===== src/common/sic_cfg.svh =====
// constants of the status indicator controller: offsets, fields, resets, timing
`ifndef SIC_CFG_SVH
`define SIC_CFG_SVH
// register byte offsets
`define SIC_OFS_CTRL        8'h00
`define SIC_OFS_CH_DEF      8'h04
`define SIC_OFS_CH_CABLE    8'h08
`define SIC_OFS_CH_WARN     8'h0c
`define SIC_OFS_CH_ALARM    8'h10
`define SIC_OFS_STATUS      8'h14
`define SIC_OFS_IRQ_STAT    8'h18
`define SIC_OFS_IRQ_MASK    8'h1c
`define SIC_OFS_NET_OWN     8'h20
`define SIC_OFS_NET_SERVER  8'h24
`define SIC_OFS_TREND_PTR   8'h28
`define SIC_OFS_SPEC_PTR    8'h2c
// control register fields
`define SIC_CTRL_BOOT_OK    0
`define SIC_CTRL_HALT       1
`define SIC_CTRL_CFG_DONE   2
`define SIC_CTRL_DATA_OK    3
`define SIC_CTRL_LINK_LO    4
`define SIC_CTRL_LINK_HI    5
`define SIC_CTRL_FAULT      6
`define SIC_CTRL_FAULT_BLK  7
// interrupt status fields
`define SIC_IRQ_CFG_DONE    0
`define SIC_IRQ_MEASURE     1
`define SIC_IRQ_ALARM       2
`define SIC_IRQ_DIG_A       3
`define SIC_IRQ_DIG_B       4
`define SIC_IRQ_WRAP        5
`define SIC_IRQ_W           6
// network defaults
`define SIC_NET_OWN_RST     32'h0a000065
`define SIC_NET_SERVER_RST  32'h0a000001
`define SIC_OCTET_MIN       8'h65
`define SIC_OCTET_MAX       8'hc7
// flash partition, bytes
`define SIC_FLASH_FW_BYTES     23'h200000
`define SIC_TREND_BASE         23'h200000
`define SIC_TREND_BYTES        23'h200000
`define SIC_SPEC_BASE          23'h400000
`define SIC_SPEC_BYTES         23'h400000
// timing
`define SIC_CLK_HZ          200000000
`define SIC_SETTLE_S        30
`define SIC_TICK_US         1000
`endif


===== src/common/sic_pkg.sv =====
// types shared by the status indicator controller
package sic_pkg;
    typedef enum logic [1:0] {SIC_BOOT, SIC_CONFIG, SIC_SETTLE, SIC_MEASURE} sic_phase_t;
    typedef enum logic [1:0] {SIC_LINK_OFF, SIC_LINK_UP, SIC_LINK_TRY, SIC_LINK_FORCED} sic_link_t;
endpackage


===== src/design/sic_status_indicator.sv =====
// front-panel status indicator controller with start-up sequencer
//
// Decided for this implementation: the strobed register port and the register offsets.
`timescale 1ns/1ps
`default_nettype none
`include "sic_cfg.svh"

module sic_status_indicator #(
    parameter int            CHANNELS        = 16,
    parameter longint        SETTLE_CYCLES   = longint'(`SIC_SETTLE_S) * longint'(`SIC_CLK_HZ),
    parameter int            TICK_CYCLES     = (`SIC_TICK_US * (`SIC_CLK_HZ / 1000000)),
    parameter int            TOGGLE_HOLD     = 200,
    parameter logic [22:0]   TREND_ENTRY     = 23'h000010,
    parameter logic [22:0]   SPEC_ENTRY      = 23'h004000
) (
    input  wire logic                  clk_sys,
    input  wire logic                  rst,
    input  wire logic [7:0]            reg_addr,
    input  wire logic [31:0]           reg_wdata,
    input  wire logic                  reg_wr,
    input  wire logic                  reg_rd,
    output logic      [31:0]           reg_rdata,
    output logic                       irq,
    input  wire logic                  nv_params_valid,
    input  wire logic [7:0]            rotary_sw,
    input  wire logic                  speed_input_a,
    input  wire logic                  speed_input_b,
    input  wire logic                  trend_store,
    input  wire logic                  spec_store,
    output logic      [22:0]           trend_addr,
    output logic      [22:0]           spec_addr,
    output logic      [31:0]           own_addr,
    output logic      [31:0]           server_addr,
    output logic                       main_start,
    output logic                       measure_en,
    output sic_pkg::sic_phase_t        phase,
    output logic      [CHANNELS-1:0]   channel_leds,
    output logic                       link_status_led,
    output logic                       system_status_led,
    output logic                       alarm_led,
    output logic                       error_led,
    output logic      [2:0]            comm_leds,
    output logic                       digital_input_led_a,
    output logic                       digital_input_led_b
);
    import sic_pkg::*;

    // ==================================================================
    // register file
    // ==================================================================
    logic [7:0]            ctrl_reg;
    logic [CHANNELS-1:0]   ch_def_reg, ch_cable_reg, ch_warn_reg, ch_alarm_reg;
    logic [`SIC_IRQ_W-1:0] irq_stat_reg, irq_mask_reg, irq_ev;
    logic [31:0]           net_own_reg, net_server_reg;
    logic                  own_written_reg;
    logic [31:0]           rdata_next;

    wire wr_ctrl   = reg_wr && reg_addr == `SIC_OFS_CTRL;
    wire wr_def    = reg_wr && reg_addr == `SIC_OFS_CH_DEF;
    wire wr_cable  = reg_wr && reg_addr == `SIC_OFS_CH_CABLE;
    wire wr_warn   = reg_wr && reg_addr == `SIC_OFS_CH_WARN;
    wire wr_alarm  = reg_wr && reg_addr == `SIC_OFS_CH_ALARM;
    wire wr_istat  = reg_wr && reg_addr == `SIC_OFS_IRQ_STAT;
    wire wr_imask  = reg_wr && reg_addr == `SIC_OFS_IRQ_MASK;
    wire wr_own    = reg_wr && reg_addr == `SIC_OFS_NET_OWN;
    wire wr_server = reg_wr && reg_addr == `SIC_OFS_NET_SERVER;

    wire       boot_ok   = ctrl_reg[`SIC_CTRL_BOOT_OK];
    wire       boot_halt = ctrl_reg[`SIC_CTRL_HALT];
    wire       cfg_done  = ctrl_reg[`SIC_CTRL_CFG_DONE];
    wire       data_ok   = ctrl_reg[`SIC_CTRL_DATA_OK];
    wire       sys_fault = ctrl_reg[`SIC_CTRL_FAULT];
    wire       fault_blk = ctrl_reg[`SIC_CTRL_FAULT_BLK];
    wire [1:0] link_mode = ctrl_reg[`SIC_CTRL_LINK_HI:`SIC_CTRL_LINK_LO];

    always_ff @(posedge clk_sys) begin
        if (rst) begin
            ctrl_reg       <= 8'h00;
            ch_def_reg     <= '0;
            ch_cable_reg   <= '0;
            ch_warn_reg    <= '0;
            ch_alarm_reg   <= '0;
            irq_mask_reg   <= '0;
            net_server_reg <= `SIC_NET_SERVER_RST;
        end else begin
            if (wr_ctrl)   ctrl_reg       <= reg_wdata[7:0];
            if (wr_def)    ch_def_reg     <= reg_wdata[CHANNELS-1:0];
            if (wr_cable)  ch_cable_reg   <= reg_wdata[CHANNELS-1:0];
            if (wr_warn)   ch_warn_reg    <= reg_wdata[CHANNELS-1:0];
            if (wr_alarm)  ch_alarm_reg   <= reg_wdata[CHANNELS-1:0];
            if (wr_imask)  irq_mask_reg   <= reg_wdata[`SIC_IRQ_W-1:0];
            if (wr_server) net_server_reg <= reg_wdata;
        end
    end

    // a written own address overrides the switch until the next reset
    always_ff @(posedge clk_sys) begin
        if (rst) begin
            net_own_reg     <= `SIC_NET_OWN_RST;
            own_written_reg <= 1'b0;
        end else if (wr_own) begin
            net_own_reg     <= reg_wdata;
            own_written_reg <= 1'b1;
        end
    end

    // set wins over a write-one clear in the same cycle
    wire [`SIC_IRQ_W-1:0] irq_clr = wr_istat ? reg_wdata[`SIC_IRQ_W-1:0] : '0;
    always_ff @(posedge clk_sys) begin
        if (rst) irq_stat_reg <= '0;
        else     irq_stat_reg <= (irq_stat_reg & ~irq_clr) | irq_ev;
    end
    assign irq = |(irq_stat_reg & irq_mask_reg);

    // ==================================================================
    // address selection
    // ==================================================================
    wire       sw_in_range = rotary_sw >= `SIC_OCTET_MIN && rotary_sw <= `SIC_OCTET_MAX;
    wire [7:0] own_octet   = sw_in_range ? rotary_sw : net_own_reg[7:0];
    wire [31:0] own_next   = own_written_reg ? net_own_reg : {net_own_reg[31:8], own_octet};

    always_ff @(posedge clk_sys) begin
        if (rst) begin
            own_addr    <= `SIC_NET_OWN_RST;
            server_addr <= `SIC_NET_SERVER_RST;
        end else begin
            own_addr    <= own_next;
            server_addr <= net_server_reg;
        end
    end

    // ==================================================================
    // start-up sequencer
    // ==================================================================
    sic_phase_t phase_reg, phase_next;
    logic [33:0] settle_cnt_reg;
    logic        auto_start_reg, auto_armed_reg;

    // the persisted-parameter strap is caught on the first clocked cycle after reset
    always_ff @(posedge clk_sys) begin
        if (rst) begin
            auto_armed_reg <= 1'b1;
            auto_start_reg <= 1'b0;
        end else if (auto_armed_reg) begin
            auto_armed_reg <= 1'b0;
            auto_start_reg <= nv_params_valid;
        end
    end

    wire launch      = boot_ok || boot_halt || auto_start_reg;
    wire settle_last = settle_cnt_reg == 34'(SETTLE_CYCLES - 1);

    always_comb begin
        phase_next = phase_reg;
        unique case (phase_reg)
            SIC_BOOT:    if (launch) phase_next = SIC_CONFIG;
            SIC_CONFIG:  if (cfg_done) phase_next = SIC_SETTLE;
            SIC_SETTLE:  if (settle_last) phase_next = SIC_MEASURE;
            SIC_MEASURE: phase_next = SIC_MEASURE;
        endcase
    end

    always_ff @(posedge clk_sys) begin
        if (rst) begin
            phase_reg      <= SIC_BOOT;
            settle_cnt_reg <= '0;
        end else begin
            phase_reg      <= phase_next;
            if (phase_reg == SIC_SETTLE) settle_cnt_reg <= settle_cnt_reg + 34'd1;
            else                         settle_cnt_reg <= '0;
        end
    end

    assign phase      = phase_reg;
    assign measure_en = phase_reg == SIC_MEASURE;
    assign main_start = phase_reg == SIC_BOOT && launch;

    // ==================================================================
    // shared blink time base
    // ==================================================================
    logic [31:0] tick_cnt_reg;
    logic [9:0]  blink_reg;
    wire tick = tick_cnt_reg == 32'(TICK_CYCLES - 1);
    always_ff @(posedge clk_sys) begin
        if (rst) begin
            tick_cnt_reg <= '0;
            blink_reg    <= '0;
        end else begin
            tick_cnt_reg <= tick ? 32'd0 : tick_cnt_reg + 32'd1;
            if (tick) blink_reg <= blink_reg + 10'd1;
        end
    end
    // both rates are bits of one counter, so all leds of one rate flash in phase
    wire slow_on = blink_reg[9];
    wire fast_on = blink_reg[7];

    // ==================================================================
    // led patterns
    // ==================================================================
    wire alarm_live = measure_en && data_ok;
    logic [CHANNELS-1:0] ch_led_next;

    genvar gi;
    generate
        for (gi = 0; gi < CHANNELS; gi++) begin : g_ch
            wire warned = alarm_live && (ch_warn_reg[gi] || ch_alarm_reg[gi]);
            assign ch_led_next[gi] = !ch_def_reg[gi] ? 1'b0 :
                                     warned          ? fast_on :
                                     ch_cable_reg[gi] ? slow_on : 1'b1;
        end
    endgenerate

    wire any_alarm = alarm_live && |(ch_alarm_reg & ch_def_reg);
    wire any_warn  = alarm_live && |(ch_warn_reg & ch_def_reg);
    wire alarm_led_next = any_alarm ? slow_on : any_warn;

    logic link_led_next;
    always_comb begin
        unique case (sic_link_t'(link_mode))
            SIC_LINK_OFF:    link_led_next = 1'b0;
            SIC_LINK_UP:     link_led_next = 1'b1;
            SIC_LINK_TRY:    link_led_next = slow_on;
            SIC_LINK_FORCED: link_led_next = fast_on;
        endcase
    end

    wire sys_led_next = phase_reg == SIC_BOOT   ? 1'b0 :
                        phase_reg == SIC_CONFIG ? slow_on : 1'b1;
    wire err_led_next = sys_fault && (!fault_blk || slow_on);

    // ==================================================================
    // digital input activity
    // ==================================================================
    logic [1:0] din, din_prev_reg, din_led_next, din_edge;
    logic [15:0] hold_reg [2];
    assign din = {speed_input_b, speed_input_a};
    generate
        for (gi = 0; gi < 2; gi++) begin : g_din
            assign din_edge[gi] = din[gi] != din_prev_reg[gi];
            always_ff @(posedge clk_sys) begin
                if (rst) begin
                    din_prev_reg[gi] <= 1'b0;
                    hold_reg[gi]     <= '0;
                end else begin
                    din_prev_reg[gi] <= din[gi];
                    if (din_edge[gi])        hold_reg[gi] <= 16'(TOGGLE_HOLD);
                    else if (hold_reg[gi] != 16'h0000 && tick) hold_reg[gi] <= hold_reg[gi] - 16'd1;
                end
            end
            // a recent edge means toggling; otherwise follow the level
            assign din_led_next[gi] = hold_reg[gi] != 16'h0000 ? fast_on : din[gi];
        end
    endgenerate

    always_ff @(posedge clk_sys) begin
        if (rst) begin
            channel_leds        <= '0;
            link_status_led     <= 1'b0;
            system_status_led   <= 1'b0;
            alarm_led           <= 1'b0;
            error_led           <= 1'b0;
            digital_input_led_a <= 1'b0;
            digital_input_led_b <= 1'b0;
        end else begin
            channel_leds        <= ch_led_next;
            link_status_led     <= link_led_next;
            system_status_led   <= sys_led_next;
            alarm_led           <= alarm_led_next;
            error_led           <= err_led_next;
            digital_input_led_a <= din_led_next[0];
            digital_input_led_b <= din_led_next[1];
        end
    end
    assign comm_leds = 3'b000;

    // ==================================================================
    // circular flash buffers
    // ==================================================================
    localparam logic [22:0] REG_BASE [2] = '{`SIC_TREND_BASE, `SIC_SPEC_BASE};
    localparam logic [22:0] REG_SIZE [2] = '{`SIC_TREND_BYTES, `SIC_SPEC_BYTES};
    localparam logic [22:0] REG_STEP [2] = '{TREND_ENTRY, SPEC_ENTRY};
    logic [22:0] wr_off_reg [2];
    logic [1:0]  wrapped_reg, store, wrap_ev;
    assign store = {spec_store, trend_store};
    generate
        for (gi = 0; gi < 2; gi++) begin : g_buf
            // no room for one more entry: restart at the oldest one
            wire [23:0] nxt = {1'b0, wr_off_reg[gi]} + {1'b0, REG_STEP[gi]};
            assign wrap_ev[gi] = store[gi] && (nxt > {1'b0, REG_SIZE[gi]} - {1'b0, REG_STEP[gi]});
            always_ff @(posedge clk_sys) begin
                if (rst) begin
                    wr_off_reg[gi]  <= '0;
                    wrapped_reg[gi] <= 1'b0;
                end else if (store[gi]) begin
                    wr_off_reg[gi]  <= wrap_ev[gi] ? 23'h000000 : nxt[22:0];
                    if (wrap_ev[gi]) wrapped_reg[gi] <= 1'b1;
                end
            end
        end
    endgenerate
    assign trend_addr = REG_BASE[0] + wr_off_reg[0];
    assign spec_addr  = REG_BASE[1] + wr_off_reg[1];

    // ==================================================================
    // events and read-back
    // ==================================================================
    logic alarm_prev_reg;
    always_ff @(posedge clk_sys) begin
        if (rst) alarm_prev_reg <= 1'b0;
        else     alarm_prev_reg <= any_alarm;
    end
    assign irq_ev[`SIC_IRQ_CFG_DONE] = phase_reg == SIC_CONFIG && cfg_done;
    assign irq_ev[`SIC_IRQ_MEASURE]  = phase_reg == SIC_SETTLE && settle_last;
    assign irq_ev[`SIC_IRQ_ALARM]    = any_alarm && !alarm_prev_reg;
    assign irq_ev[`SIC_IRQ_DIG_A]    = din_edge[0];
    assign irq_ev[`SIC_IRQ_DIG_B]    = din_edge[1];
    assign irq_ev[`SIC_IRQ_WRAP]     = |wrap_ev;

    wire [31:0] status_word = {16'h0000, own_addr[7:0], 1'b0, wrapped_reg, auto_start_reg,
                               alarm_live, phase_reg, measure_en};
    always_comb begin
        rdata_next = 32'h00000000;
        unique case (reg_addr)
            `SIC_OFS_CTRL:       rdata_next = {24'h000000, ctrl_reg};
            `SIC_OFS_CH_DEF:     rdata_next = 32'(ch_def_reg);
            `SIC_OFS_CH_CABLE:   rdata_next = 32'(ch_cable_reg);
            `SIC_OFS_CH_WARN:    rdata_next = 32'(ch_warn_reg);
            `SIC_OFS_CH_ALARM:   rdata_next = 32'(ch_alarm_reg);
            `SIC_OFS_STATUS:     rdata_next = status_word;
            `SIC_OFS_IRQ_STAT:   rdata_next = 32'(irq_stat_reg);
            `SIC_OFS_IRQ_MASK:   rdata_next = 32'(irq_mask_reg);
            `SIC_OFS_NET_OWN:    rdata_next = own_addr;
            `SIC_OFS_NET_SERVER: rdata_next = server_addr;
            `SIC_OFS_TREND_PTR:  rdata_next = {9'h000, trend_addr};
            `SIC_OFS_SPEC_PTR:   rdata_next = {9'h000, spec_addr};
            default:             rdata_next = 32'h00000000;
        endcase
    end
    always_ff @(posedge clk_sys) begin
        if (rst)         reg_rdata <= 32'h00000000;
        else if (reg_rd) reg_rdata <= rdata_next;
    end
endmodule // sic_status_indicator
`default_nettype wire


===== config.mk =====
export PLATFORM = sky130hd
export DESIGN_NAME = sic_status_indicator
export DESIGN_NICKNAME = d
export VERILOG_FILES = /design/src/common/sic_pkg.sv /design/src/design/sic_status_indicator.sv
export VERILOG_INCLUDE_DIRS = /design/src /design/src/common
export SDC_FILE = /design/constraint.sdc
export NUM_CORES = 1
export LEC_CHECK = 0
export ABC_AREA = 0
export ABC_CLOCK_PERIOD_IN_PS = 4190
export BUFFER_PORTS_ARGS = -buffer_cell sky130_fd_sc_hd__buf_2
export CORE_MARGIN = 2
export CORE_UTILIZATION = 50
export CTS_BUF_LIST = sky130_fd_sc_hd__clkbuf_8
export CTS_CLUSTER_SIZE = 25
export DETAILED_ROUTE_END_ITERATION = 10
export PLACE_DENSITY_LB_ADDON = 0.15
export SETUP_SLACK_MARGIN = 0.05
export SYNTH_ARGS = -nofsm -noshare
export SYNTH_HDL_FRONTEND = slang
export SYNTH_SLANG_ARGS = --single-unit

===== constraint.sdc =====
create_clock -name clk_sys -period 4.19 [get_ports clk_sys]
set_clock_uncertainty 0.15 [all_clocks]
set_input_delay 0.6285 -clock clk_sys [delete_from_list [all_inputs] [get_ports clk_sys]]
set_output_delay 0.6285 -clock clk_sys [all_outputs]
set_load 0.05 [all_outputs]

Word-level counts from Yosys, hierarchy flattened
Memories as Yosys holds them, arrays and structs flattened.
Cells that the tools add are included.
Widths: inputs -> output; s select.
{ "word_totals": {"reg_bits": 352, "latch_bits": 0, "ramBits": 78, "mem_bits_ro": 0, "input_bits": 57, "out_inout_bits": 172, "word_cells": 279, "memories": 2} }
{ "classes": {"n_addsub": 9, "n_mul": 0, "div_mod_pow": 0, "n_lt_le_gt_ge": 4, "n_eq_ne": 24, "n_shift": 0, "n_mux": 75, "n_bitwise": 29, "reduce_logical": 90} }
{ "mem_list": {"columns": ["memory", "words", "word_bits", "read_ports", "rd_ports_with_merged_regs", "wr", "line_no", "rtl"], "rows": [
  ["wr_off_reg", 2, 23, 2, 0, 2, "sic_status_indicator.sv:282", "logic [22:0] wr_off_reg [2];"],
  ["hold_reg", 2, 16, 2, 0, 2, "sic_status_indicator.sv:235", "logic [15:0] hold_reg [2];"]
]} }
{ "op_table": {"columns": ["cell", "n"], "rows": [
  ["$pmux 32 s12", 1],
  ["$mux 23", 4],
  ["$mux 16", 4],
  ["$mux 1", 58],
  ["$reduce_or 2->1", 20],
  ["$logic_and 1x1->1", 38],
  ["$add 34x1->34 const B", 1],
  ["$eq 34x33->1 const B", 1],
  ["$add 32x1->32 const B", 1],
  ["$and 16x16->16", 2],
  ["$eq 32x18->1 const B", 1],
  ["$eq 8x5->1 const B", 4],
  ["$eq 8x6->1 const B", 4],
  ["$reduce_bool 16->1", 2],
  ["$reduce_or 16->1", 2],
  ["$sub 16x1->16 const B", 2],
  ["$add 23x15->24 const B", 1],
  ["$add 23x5->24 const B", 1],
  ["$gt 24x21->1 const B", 1],
  ["$gt 24x22->1 const B", 1],
  ["$add 22x23->23 const A", 1],
  ["$add 23x23->23 const A", 1],
  ["$logic_or 1x1->1", 19],
  ["$not 1->1", 17],
  ["other kinds (24)", 44]
]} }

Logic depth before layout (Yosys ltp)
Gate-level depths: netlist of run 1.
An unclocked memory read counts as a cell.
{ "logic_depth": {"word_depth": 8, "depth_mapped": 8, "mapped_depth_nobuf": 7} }

Worst setup path before layout of run 1
OpenSTA, ideal clock, no wires.
{ "synth_path": {"path_kind": "register to register", "startpoint": "register tick_cnt_reg[2]", "endpoint": "memory hold_reg[1][0] (enable)", "setup_time_ns": 0.411, "arrival_ns": 2.551, "required_ns": 3.629, "setup_slack_ns": 1.078, "stages_incl_launch_ff": 6, "path_buffers": 1, "synth_period_minus_slack_ns": 3.112, "cell_sequence": "dfxtp_1 and3_1 clkbuf_1 nand3_1 or3_1 o21ai_0"} }
{ "synth_lines": {"columns": ["item", "line_no", "rtl"], "rows": [
  ["from (decl)", "sic_status_indicator.sv:181", "logic [31:0] tick_cnt_reg;"],
  ["from (signal assigned)", "sic_status_indicator.sv:189", "tick_cnt_reg <= tick ? 32'd0 : tick_cnt_reg + 32'd1;"],
  ["to (decl)", "sic_status_indicator.sv:235", null]
]} }

==> impl_metrics.tcl, run 1 <==
set metrics [dict create \
    fin_crit_sh_pct 67.2 \
    synth.distinct_cells 72 \
    maxSlewHeadroom_pct 18.3 \
    start_kind "flop" \
    core_um2 36300 \
    die_area_um2 38100 \
    yosys.area_share.adder_pct 0.616 \
    swShare_pct 25.4 \
    grt_pass1_vias 14400 \
    cts_tree "yes" \
    synth_top_family_by_area "simple AND/OR/NAND/NOR gates" \
    insertion_delay_ns 0.62 \
    cts_resized 0 \
    p_per_area_nw_per_um2 404 \
    routabilityCongestion 0.972 \
    timing.fmax_mhz 355 \
    layoutNonFillerInstCount 2681 \
    cts.clk_slew.worst_paths_ns 0.05 \
    antenna_found_initial 2 \
    fin_nets 2221 \
    path_max_fanout 16 \
    hold_viol 0 \
    synth_top_cell_area_share_pct 38.5 \
    first_iter_violations 1521 \
    synth-simple-area-share_pct 24.0 \
    syn_inst 2007 \
    synth.yosys.seq_area_share_pct 48.4 \
    grt_overflow 0 \
    p_leak_nw 8.43 \
    cts.path.max_buffers 3 \
    layout-drive-gt1-share_pct 17.1 \
    worst_pin_slew_ns 1.23 \
    seqCellArea_um2 8850 \
    critPathArrivalTime_ns 2.91 \
    start_util_pct 50.3 \
    rsz0062_at_grt "no" \
    p_clk_share_pct 44.3 \
    async_reset_ff_share_pct 0 \
    netlist_area_um2 18300 \
    grt_max_degree 91 \
    portBuffers 207 \
    via_per_inst 5.68 \
    cp-end-kind "flop" \
    path_class "reg -> reg" \
    rows 70 \
    slew_violations 0 \
    synthXorXnorAreaFrac_pct 4.98 \
    hold_class "in -> reg" \
    clock_sink_count 412 \
    combPwrFrac_pct 6.2 \
    cts_made_buffers 72 \
    setup_viol 0 \
    p_int_w 0.00626 \
    dr_total_vias 15200 \
    cts_setup_buffers 0 \
    ir_worst_vdd_mv 0.280 \
    pwr-share-seq_pct 49.5 \
    largest_reg_flops 34 \
    grt_pass1_wl_mm 83.4 \
    synth_compound_area_share_pct 10.7 \
    synth.area.top_cells "dfxtp_1 (39%), edfxtp_1 (9.9%), nor2_1 (5.5%)" \
    multiInputGateArea_um2 8530 \
    fin_crit_ns 2.82 \
    muxShareOfSynthArea_pct 5.82 \
    place_hpwl_mm 38.5 \
    wire_per_inst_um 20.3 \
    synth-seq-cells 412 \
    synth-edff-count 60 \
    status "finished, final reports clean" \
    syn_area_per_cell_um2 9.11 \
    cp.required_ns 4.28 \
    pin_count 229 \
    synth-warning-count 0 \
    detail-route-antenna-nets 0 \
    power.switching_w 0.00213 \
    area_delta_synth_final_pct 13.6 \
    yosysTopAreaCell "dfxtp_1" \
    die_h_um 195 \
    htreeDepth 3 \
    root_buffer "clkbuf_8" \
    maxCapViolCount 0 \
    place_area_um2 19300 \
    drcViolationCount 0 \
    die_w_um 195 \
    tns_ns 0 \
    dr.pass1.iters 6 \
    dp.cells 2549 \
    synth_flop_cell "dfxtp_1" \
    hold_buffers 0 \
    grtUsageTotal_pct 28.1 \
    fill_cells 3325 \
    finalWirelength_mm 54.4 \
    final_cell_area_um2 20800 \
]
[power groups by stage]
| stage | clock, W | combinational, W | sequential (W) |
|---|---|---|---|
| 3_5_place_dp | 0 | 0.000518 | 0.00423 |
| 2_1_floorplan | 0 | 0.000403 | 0.00420 |
| 5_1_grt | 0.00397 | 0.000558 | 0.00416 |
| 4_1_cts | 0.00379 | 0.000520 | 0.00415 |
| 6_report | 0.00372 | 0.000524 | 0.00415 |
| 3_3_place_gp | 0 | 0.000513 | 0.00423 |
[synthesized netlist by cell type (14+ instances only)]
| master | count |
|---|---|
| mux2i_1 | 76 |
| a22o_1 | 23 |
| nor3_1 | 34 |
| inv_1 | 21 |
| and3b_1 | 18 |
| mux2_2 | 17 |
| o22ai_1 | 14 |
| xor2_1 | 53 |
| a21oi_1 | 106 |
| xnor2_1 | 51 |
| nand2_1 | 246 |
| nor2_1 | 267 |
| a22oi_1 | 66 |
| nand3b_1 | 14 |
| nor4_1 | 21 |
| or3_1 | 17 |
| buf_2 | 26 |
| nand4_1 | 30 |
| dfxtp_1 | 352 |
| clkbuf_1 | 97 |
| edfxtp_1 | 60 |
| and3_1 | 22 |
| buf_4 | 57 |
| nand3_1 | 52 |
| nor4b_1 | 25 |
| o21ai_0 | 37 |
| o21ai_1 | 18 |
| and4_1 | 15 |
| nor2b_1 | 68 |
[metal layers]
metal	part of all wire [%]	GRT usage (%)
met5	0	0
met4	3.2	10.1
met3	7.2	5.42
met2	45	43.7
met1	45	39.0
[final cells by class]
type	instances	share of cell area, %
diodes	2	0.0241
clock inverters	41	1.17
flip-flops and latches	412	42.6
well taps	468	2.82
repair buffers	233	6.03
clock buffers	89	5.90
inverters	21	0.380
multi-input cells	1415	41.1
[cell usage in the layout (no fill, tap or decap), types with 60 or more instances in the layout]
cell      count
nor2b_1      68
edfxtp_1     60
a21oi_1     106
a22oi_1      66
buf_2       206
nor2_1      267
clkbuf_8     90
mux2i_1      76
nand2_1     246
dfxtp_1     352
[metrics by stage]
step | setup WS, ns | util (%) | hold WS, ns | power, W
6_report | 1.37 | 57.1 | 0.105 | 0.00839
5_1_grt | 1.10 | 57.1 | 0.0879 | 0.00868
4_1_cts | 1.31 | 57.1 | 0.0680 | 0.00845
3_5_place_dp | 1.07 | 53.1 | 0.273 | 0.00475
3_3_place_gp | 1.06 | 53.1 | 0.250 | 0.00474
2_1_floorplan | 1.08 | - | 0.247 | 0.00461
[logic make-up after synthesis]
group,count (synthesis)
adder cells (fa/ha/maj),9
XOR/XNOR,104
flip-flops,412
buffers and inverters,203
AO/OA/AOI/OAI,305
other,1
multiplexers,98
AND/OR/NAND/NOR,875
[critical path, cell delays in order, from the launching register on]
cell,delay [ns]
dfxtp_1,0.42
nor4b_1,0.31
nand3_1,0.21
nor3_1,0.71
nand2_1,0.11
nand2_1,0.53
[path summary, 6_finish.rpt]
check             startpoint                 end  slack, ns  cells past startpoint
max          tick_cnt_reg[8]      hold_reg[0][6]       1.37                      5
min            reg_wdata[25]  net_server_reg[25]       0.10                      3
max reg2reg  tick_cnt_reg[8]      hold_reg[0][6]       1.37                      5
min reg2reg   alarm_prev_reg     irq_stat_reg[2]       0.28                      1
Power figures use the tool's default switching activity.
==> run 2: changes to the inputs <==
--- a/config.mk
+++ b/config.mk
@@ -7,7 +7,7 @@
 export NUM_CORES = 1
 export LEC_CHECK = 0
 export ABC_AREA = 0
-export ABC_CLOCK_PERIOD_IN_PS = 4190
+export ABC_CLOCK_PERIOD_IN_PS = 2900
 export BUFFER_PORTS_ARGS = -buffer_cell sky130_fd_sc_hd__buf_2
 export CORE_MARGIN = 2
 export CORE_UTILIZATION = 50
==> constraint.sdc (replaced) <==
create_clock -name clk_sys -period 2.9 [get_ports clk_sys]
set_clock_uncertainty 0.15 [all_clocks]
set_input_delay 0.435 -clock clk_sys [delete_from_list [all_inputs] [get_ports clk_sys]]
set_output_delay 0.435 -clock clk_sys [all_outputs]
set_load 0.05 [all_outputs]
==> run 2 against run 1 <==
Against the previous run:
- combinational power up 55%
- utilization grew 1.1 points
- final cell count is 1.6% higher
- non-clock buffer count increased by 49
- sequential cell count did not move
- fmax grew 7.5%
- largest power group unchanged
- highest routed layer unchanged
==> impl_metrics.tcl, run 2 (same netlist as run 1, synthesis figures left out) <==
set metrics [dict create \
    fin_crit_sh_pct 90.3 \
    cts_tree "yes" \
    die_w_um 195 \
    dr_total_vias 15500 \
    core_um2 36300 \
    fill_cells 3274 \
    die_h_um 195 \
    ir_worst_vdd_mv 0.329 \
    status "finished, final reports clean" \
    grt_pass1_wl_mm 84.4 \
    crit_buf_inv 1 \
    layout-drive-gt1-share_pct 17.5 \
    finalWirelength_mm 54.4 \
    timing.fmax_mhz 382 \
    hold_viol 0 \
    critPathArrivalTime_ns 2.84 \
    p_total_w 0.0120 \
    grt_util_met3_pct 5.70 \
    worst_pin_slew_ns 0.978 \
    wire_per_inst_um 20.0 \
    path_max_fanout 12 \
    detail-route-antenna-nets 0 \
    largest_reg_flops 34 \
    clock_sink_count 412 \
    grt_busiest_layer "met2" \
    antenna_cells 0 \
    via_per_inst 5.68 \
    fin_crit_ns 2.62 \
    path_class "reg -> reg" \
    slew_violations 0 \
    first_iter_violations 1395 \
    maxSlewHeadroom_pct 34.8 \
    p_per_area_nw_per_um2 566 \
    final_cell_mix "dfxtp_1 (352), nor2_1 (267), nand2_1 (246)" \
    cts_setup_buffers 0 \
    cts.clk_slew.worst_paths_ns 0.06 \
    setup_viol 0 \
    critical-path-top-delay-family "compound AO/OA/AOI/OAI gates" \
    root_buffer "clkbuf_8" \
    grtUsageTotal_pct 28.3 \
    pin_count 229 \
    rows 70 \
    maxCapViolCount 0 \
    met1_usage_pct 38.7 \
    die_area_um2 38100 \
    layout_commonest_cell "dfxtp_1" \
    slowest_delay_ns 0.56 \
    met2_usage_pct 44.3 \
    critPathSlowestCell "edfxtp_1" \
    cp.required_ns 3.12 \
    p_leak_nw 8.62 \
    area_delta_synth_final_pct 15.7 \
    grt_max_degree 89 \
    fin_nets 2268 \
    grt_overflow 0 \
    start_kind "flop" \
    fin_util_pct 58.2 \
    cp-end-kind "flop" \
    cts_made_buffers 70 \
    place_hpwl_mm 38.1 \
    antenna_found_initial 0 \
    hold_class "in -> reg" \
    dr.pass1.iters 6 \
    grt_pass1_vias 14600 \
    drcViolationCount 0 \
    portBuffers 207 \
    routabilityCongestion 0.938 \
    tns_ns 0 \
    htreeDepth 3 \
    rsz0062_at_grt "no" \
    insertion_delay_ns 0.63 \
    cts.path.max_buffers 3 \
    start_util_pct 50.3 \
    cp_cell_sequence "ha_1, and3_1, a22o_1, a41oi_1, o211ai_1, buf_4, nor2_1" \
]
run 2: worst paths after layout:
kind / cells after the start / endpoint / slack [ns] / startpoint
setup / recovery: 7 / wr_off_reg[0][14] / 0.28 / wr_off_reg[0][5]
hold reg to reg: 1 / irq_stat_reg[2] / 0.28 / alarm_prev_reg
hold / removal: 3 / ch_alarm_reg[10] / 0.03 / reg_wdata[10]
setup reg to reg: 7 / wr_off_reg[0][14] / 0.28 / wr_off_reg[0][5]
run 2: area by class of cell:
cell class | count | area, um2 | share of cell area [%]
Clock buffer | 88 | 1210 | 5.73
Clock inverter | 39 | 183 | 0.864
Inverter | 21 | 78.8 | 0.373
Multi-Input combinational cell | 1415 | 8530 | 40.3
Sequential cell | 412 | 8850 | 41.8
Tap cell | 468 | 586 | 2.77
Timing Repair Buffer | 282 | 1720 | 8.12
run 2: worst register-to-register path: stages, from the launching register on:
cell,delay (ns)
edfxtp_1,0.56
ha_1,0.25
and3_1,0.30
a22o_1,0.17
a41oi_1,0.13
o211ai_1,0.47
buf_4,0.28
nor2_1,0.07
run 2: metal layers:
metal | vias up | wire length [um]
met2 | 613 | 24700
met1 | 7421 | 23800
met5 | - | 0
met4 | 0 | 1590
li1 | 7320 | -
met3 | 116 | 4300
run 2: metrics by stage:
step	setup WS, ns	hold WS (ns)	std cells	area (um2)
5_1_grt	0.106	0.0335	2725	21200
4_1_cts	0.298	0.00209	2725	21200
2_1_floorplan	0.224	0.247	2030	18400
3_5_place_dp	0.262	0.268	2569	19500
3_3_place_gp	0.319	0.251	2569	19500
6_report	0.280	0.0300	2725	21200
run 2: repair_timing:
item,4_1_cts,5_1_grt
hold endpoints to repair,48,0
resized for setup,0,0
endpoints found under the setup margin,0,0
hold buffers,29,0
run 2: power by group:
group | switching [W] | leakage [nW] | internal [W]
logic | 0.000570 | 4.30 | 0.000240
clock network | 0.00242 | 0.827 | 0.00275
registers | 0.000107 | 3.50 | 0.00589
total | 0.00309 | 8.62 | 0.00888
==> run 3: changes to the inputs <==
--- a/config.mk
+++ b/config.mk
@@ -10,7 +10,7 @@
 export ABC_CLOCK_PERIOD_IN_PS = 2900
 export BUFFER_PORTS_ARGS = -buffer_cell sky130_fd_sc_hd__buf_2
 export CORE_MARGIN = 2
-export CORE_UTILIZATION = 50
+export CORE_UTILIZATION = 52
 export CTS_BUF_LIST = sky130_fd_sc_hd__clkbuf_8
 export CTS_CLUSTER_SIZE = 25
 export DETAILED_ROUTE_END_ITERATION = 10
==> run 3 against run 2 <==
Against the previous run:
- hold slack gained 0.0075 ns
- non-clock buffer count grew 14
- routed wire length shrank 2.1%
- sequential power is essentially flat
- design area grew 0.66%
- power grew 1.9%
- critical path depth is the same
- first-iteration DRC count grew 7.8%
==> impl_metrics.tcl, run 3 (same netlist as run 1, synthesis figures left out) <==
set metrics [dict create \
    die_h_um 192 \
    fin_nets 2282 \
    critPathSlowestCell "or4b_1" \
    timing.fmax_mhz 398 \
    maxCapViolCount 0 \
    power.switching_w 0.00306 \
    setup_viol 0 \
    top_layer_used "met4" \
    combPwrFrac_pct 6.6 \
    tns_ns 0 \
    p_leak_nw 8.68 \
    grtUsageTotal_pct 28.7 \
    swShare_pct 25.1 \
    met2_wirelength_mm 23.0 \
    finalWirelength_mm 53.3 \
    start_kind "flop" \
    critical-path-top-delay-family "simple AND/OR/NAND/NOR gates" \
    maxSlewHeadroom_pct 32.3 \
    final_cell_mix "dfxtp_1 (352), nor2_1 (267), nand2_1 (246)" \
    ir_worst_vdd_mv 0.378 \
    critPathArrivalTime_ns 2.72 \
    cts.clk_slew.worst_paths_ns 0.06 \
    dr.pass1.iters 6 \
    cp_cell_sequence "inv_1, ha_1, or4b_1, o41a_1, nand2_1, buf_4, a21oi_1" \
    cts.path.max_buffers 3 \
    multiInputGateArea_um2 8530 \
    routabilityCongestion 0.960 \
    antenna_found_initial 1 \
    pwr-share-seq_pct 49.1 \
    grt_pass1_vias 14500 \
    grt_pass1_wl_mm 81.7 \
    path_max_fanout 9 \
    wl_met3_mm 5.45 \
    cts_tree "yes" \
    regToRegSetupSlack_ns 0.39 \
    rsz0062_at_grt "no" \
    clock_sink_count 412 \
    p_clk_share_pct 44.3 \
    slowest_delay_ns 0.53 \
    path_class "reg -> reg" \
    post-place-ws_ns 0.300 \
    crit_end "hold_reg[1][4]" \
    dr_total_vias 15700 \
    detail-route-antenna-nets 0 \
    core_um2 34500 \
    largest_reg_flops 34 \
    p_int_w 0.00913 \
    rows 68 \
    fin_crit_sh_pct 86.6 \
    crit_buf_inv 2 \
    root_buffer "clkbuf_8" \
    first_iter_violations 1504 \
    layout-drive-gt1-share_pct 17.9 \
    worst_pin_slew_ns 1.02 \
    fin_crit_ns 2.51 \
    final_cell_area_um2 21300 \
    wl_met1_mm 22.9 \
    slew_violations 0 \
    die_w_um 192 \
    pin_count 229 \
    fill_cells 3019 \
    grt_max_degree 98 \
    layout_commonest_cell "dfxtp_1" \
    hold_class "in -> reg" \
    r2r_cells 7 \
    r2r-start "hold_reg[1][0]" \
    hold_viol 0 \
    seqCellArea_um2 8850 \
    cp-end-kind "flop" \
    place_hpwl_mm 37.5 \
    drcViolationCount 0 \
    htreeDepth 3 \
    cts_setup_buffers 0 \
    portBuffers 207 \
    wire_per_inst_um 19.5 \
    r2r-end "hold_reg[1][4]" \
    cts_made_buffers 70 \
    start_util_pct 52.9 \
    layoutNonFillerInstCount 2726 \
    crit_start "hold_reg[1][0]" \
    dp.cells 2566 \
    fin_ws_ns 0.389 \
    crit_cells 7 \
    status "finished, final reports clean" \
    via_per_inst 5.76 \
    die_area_um2 36700 \
    insertion_delay_ns 0.63 \
    p_per_area_nw_per_um2 573 \
    area_delta_synth_final_pct 16.5 \
    grt_overflow 0 \
    cp.required_ns 3.11 \
    place_area_um2 19500 \
]
-- run 3: cell count changes in the layout (fill, tap and decap cells not counted), sizes merged, moves of 4 or more --
cell         delta
bufinv          +4
clkinv          +7
clkbuf          -4
dlygate4sd3     +4
buf            +10
inv             -9
-- run 3: worst reg2reg max path, cell delays in order (launching register included) --
cell and delay [ns]:
edfxtp_1 0.42, inv_1 0.08, ha_1 0.19, or4b_1 0.53
o41a_1 0.47, nand2_1 0.16, buf_4 0.19, a21oi_1 0.06
-- run 3: power by group through the flow --
stage,Sequential (W),Clock [W],Combinational (W)
floorplan,0.00607,0,0.000582
global placement,0.00611,0,0.000752
detailed placement,0.00611,0,0.000756
CTS,0.00599,0.00548,0.000794
global route,0.00600,0.00572,0.000856
finish,0.00599,0.00540,0.000805
-- run 3: how the worst min path moves through the flow --
stage | startpoint | endpoint | slack [ns] | cells after the start
2_1_floorplan | alarm_prev_reg | irq_stat_reg[2] | 0.25 | 1
3_5_place_dp | alarm_prev_reg | irq_stat_reg[2] | 0.26 | 1
4_1_cts | reg_wdata[13] | net_server_reg[13] | 0.002 | 3
5_1_grt | reg_wdata[13] | net_own_reg[13] | 0.03 | 3
3_3_place_gp | alarm_prev_reg | irq_stat_reg[2] | 0.26 | 1
6_report | reg_wdata[1] | net_server_reg[1] | 0.04 | 3
-- run 3: per-stage QoR --
| stage | util [%] | hold WS, ns | total power, W |
|---|---|---|---|
| 2_1_floorplan | - | 0.247 | 0.00666 |
| 3_5_place_dp | 56.5 | 0.262 | 0.00687 |
| 3_3_place_gp | 56.5 | 0.264 | 0.00686 |
| 4_1_cts | 61.6 | 0.00204 | 0.0123 |
| 6_report | 61.6 | 0.0375 | 0.0122 |
| 5_1_grt | 61.6 | 0.0342 | 0.0126 |
-- run 3: cell type report --
| class | instances | area share [%] |
|---|---|---|
| inverters | 21 | 0.370 |
| multi-input cells | 1415 | 40.1 |
| clock inverters | 41 | 1.40 |
| clock buffers | 84 | 5.43 |
| diodes | 2 | 0.0235 |
| flip-flops and latches | 412 | 41.6 |
| repair buffers | 296 | 8.49 |
| well taps | 455 | 2.67 |
-- run 3: per-layer routing --
metal	up-vias	track usage, %
met5	-	0
met3	152	7.05
met2	745	41.8
met4	0	12.5
met1	7456	40.2
li1	7361	-
-- run 3: repair_timing --
| item | in CTS | in global routing |
|---|---|---|
| hold buffers | 33 | 0 |
| resized for setup | 0 | 0 |
| endpoints found under the hold margin | 59 | 0 |
| endpoints found under the setup margin | 0 | 0 |
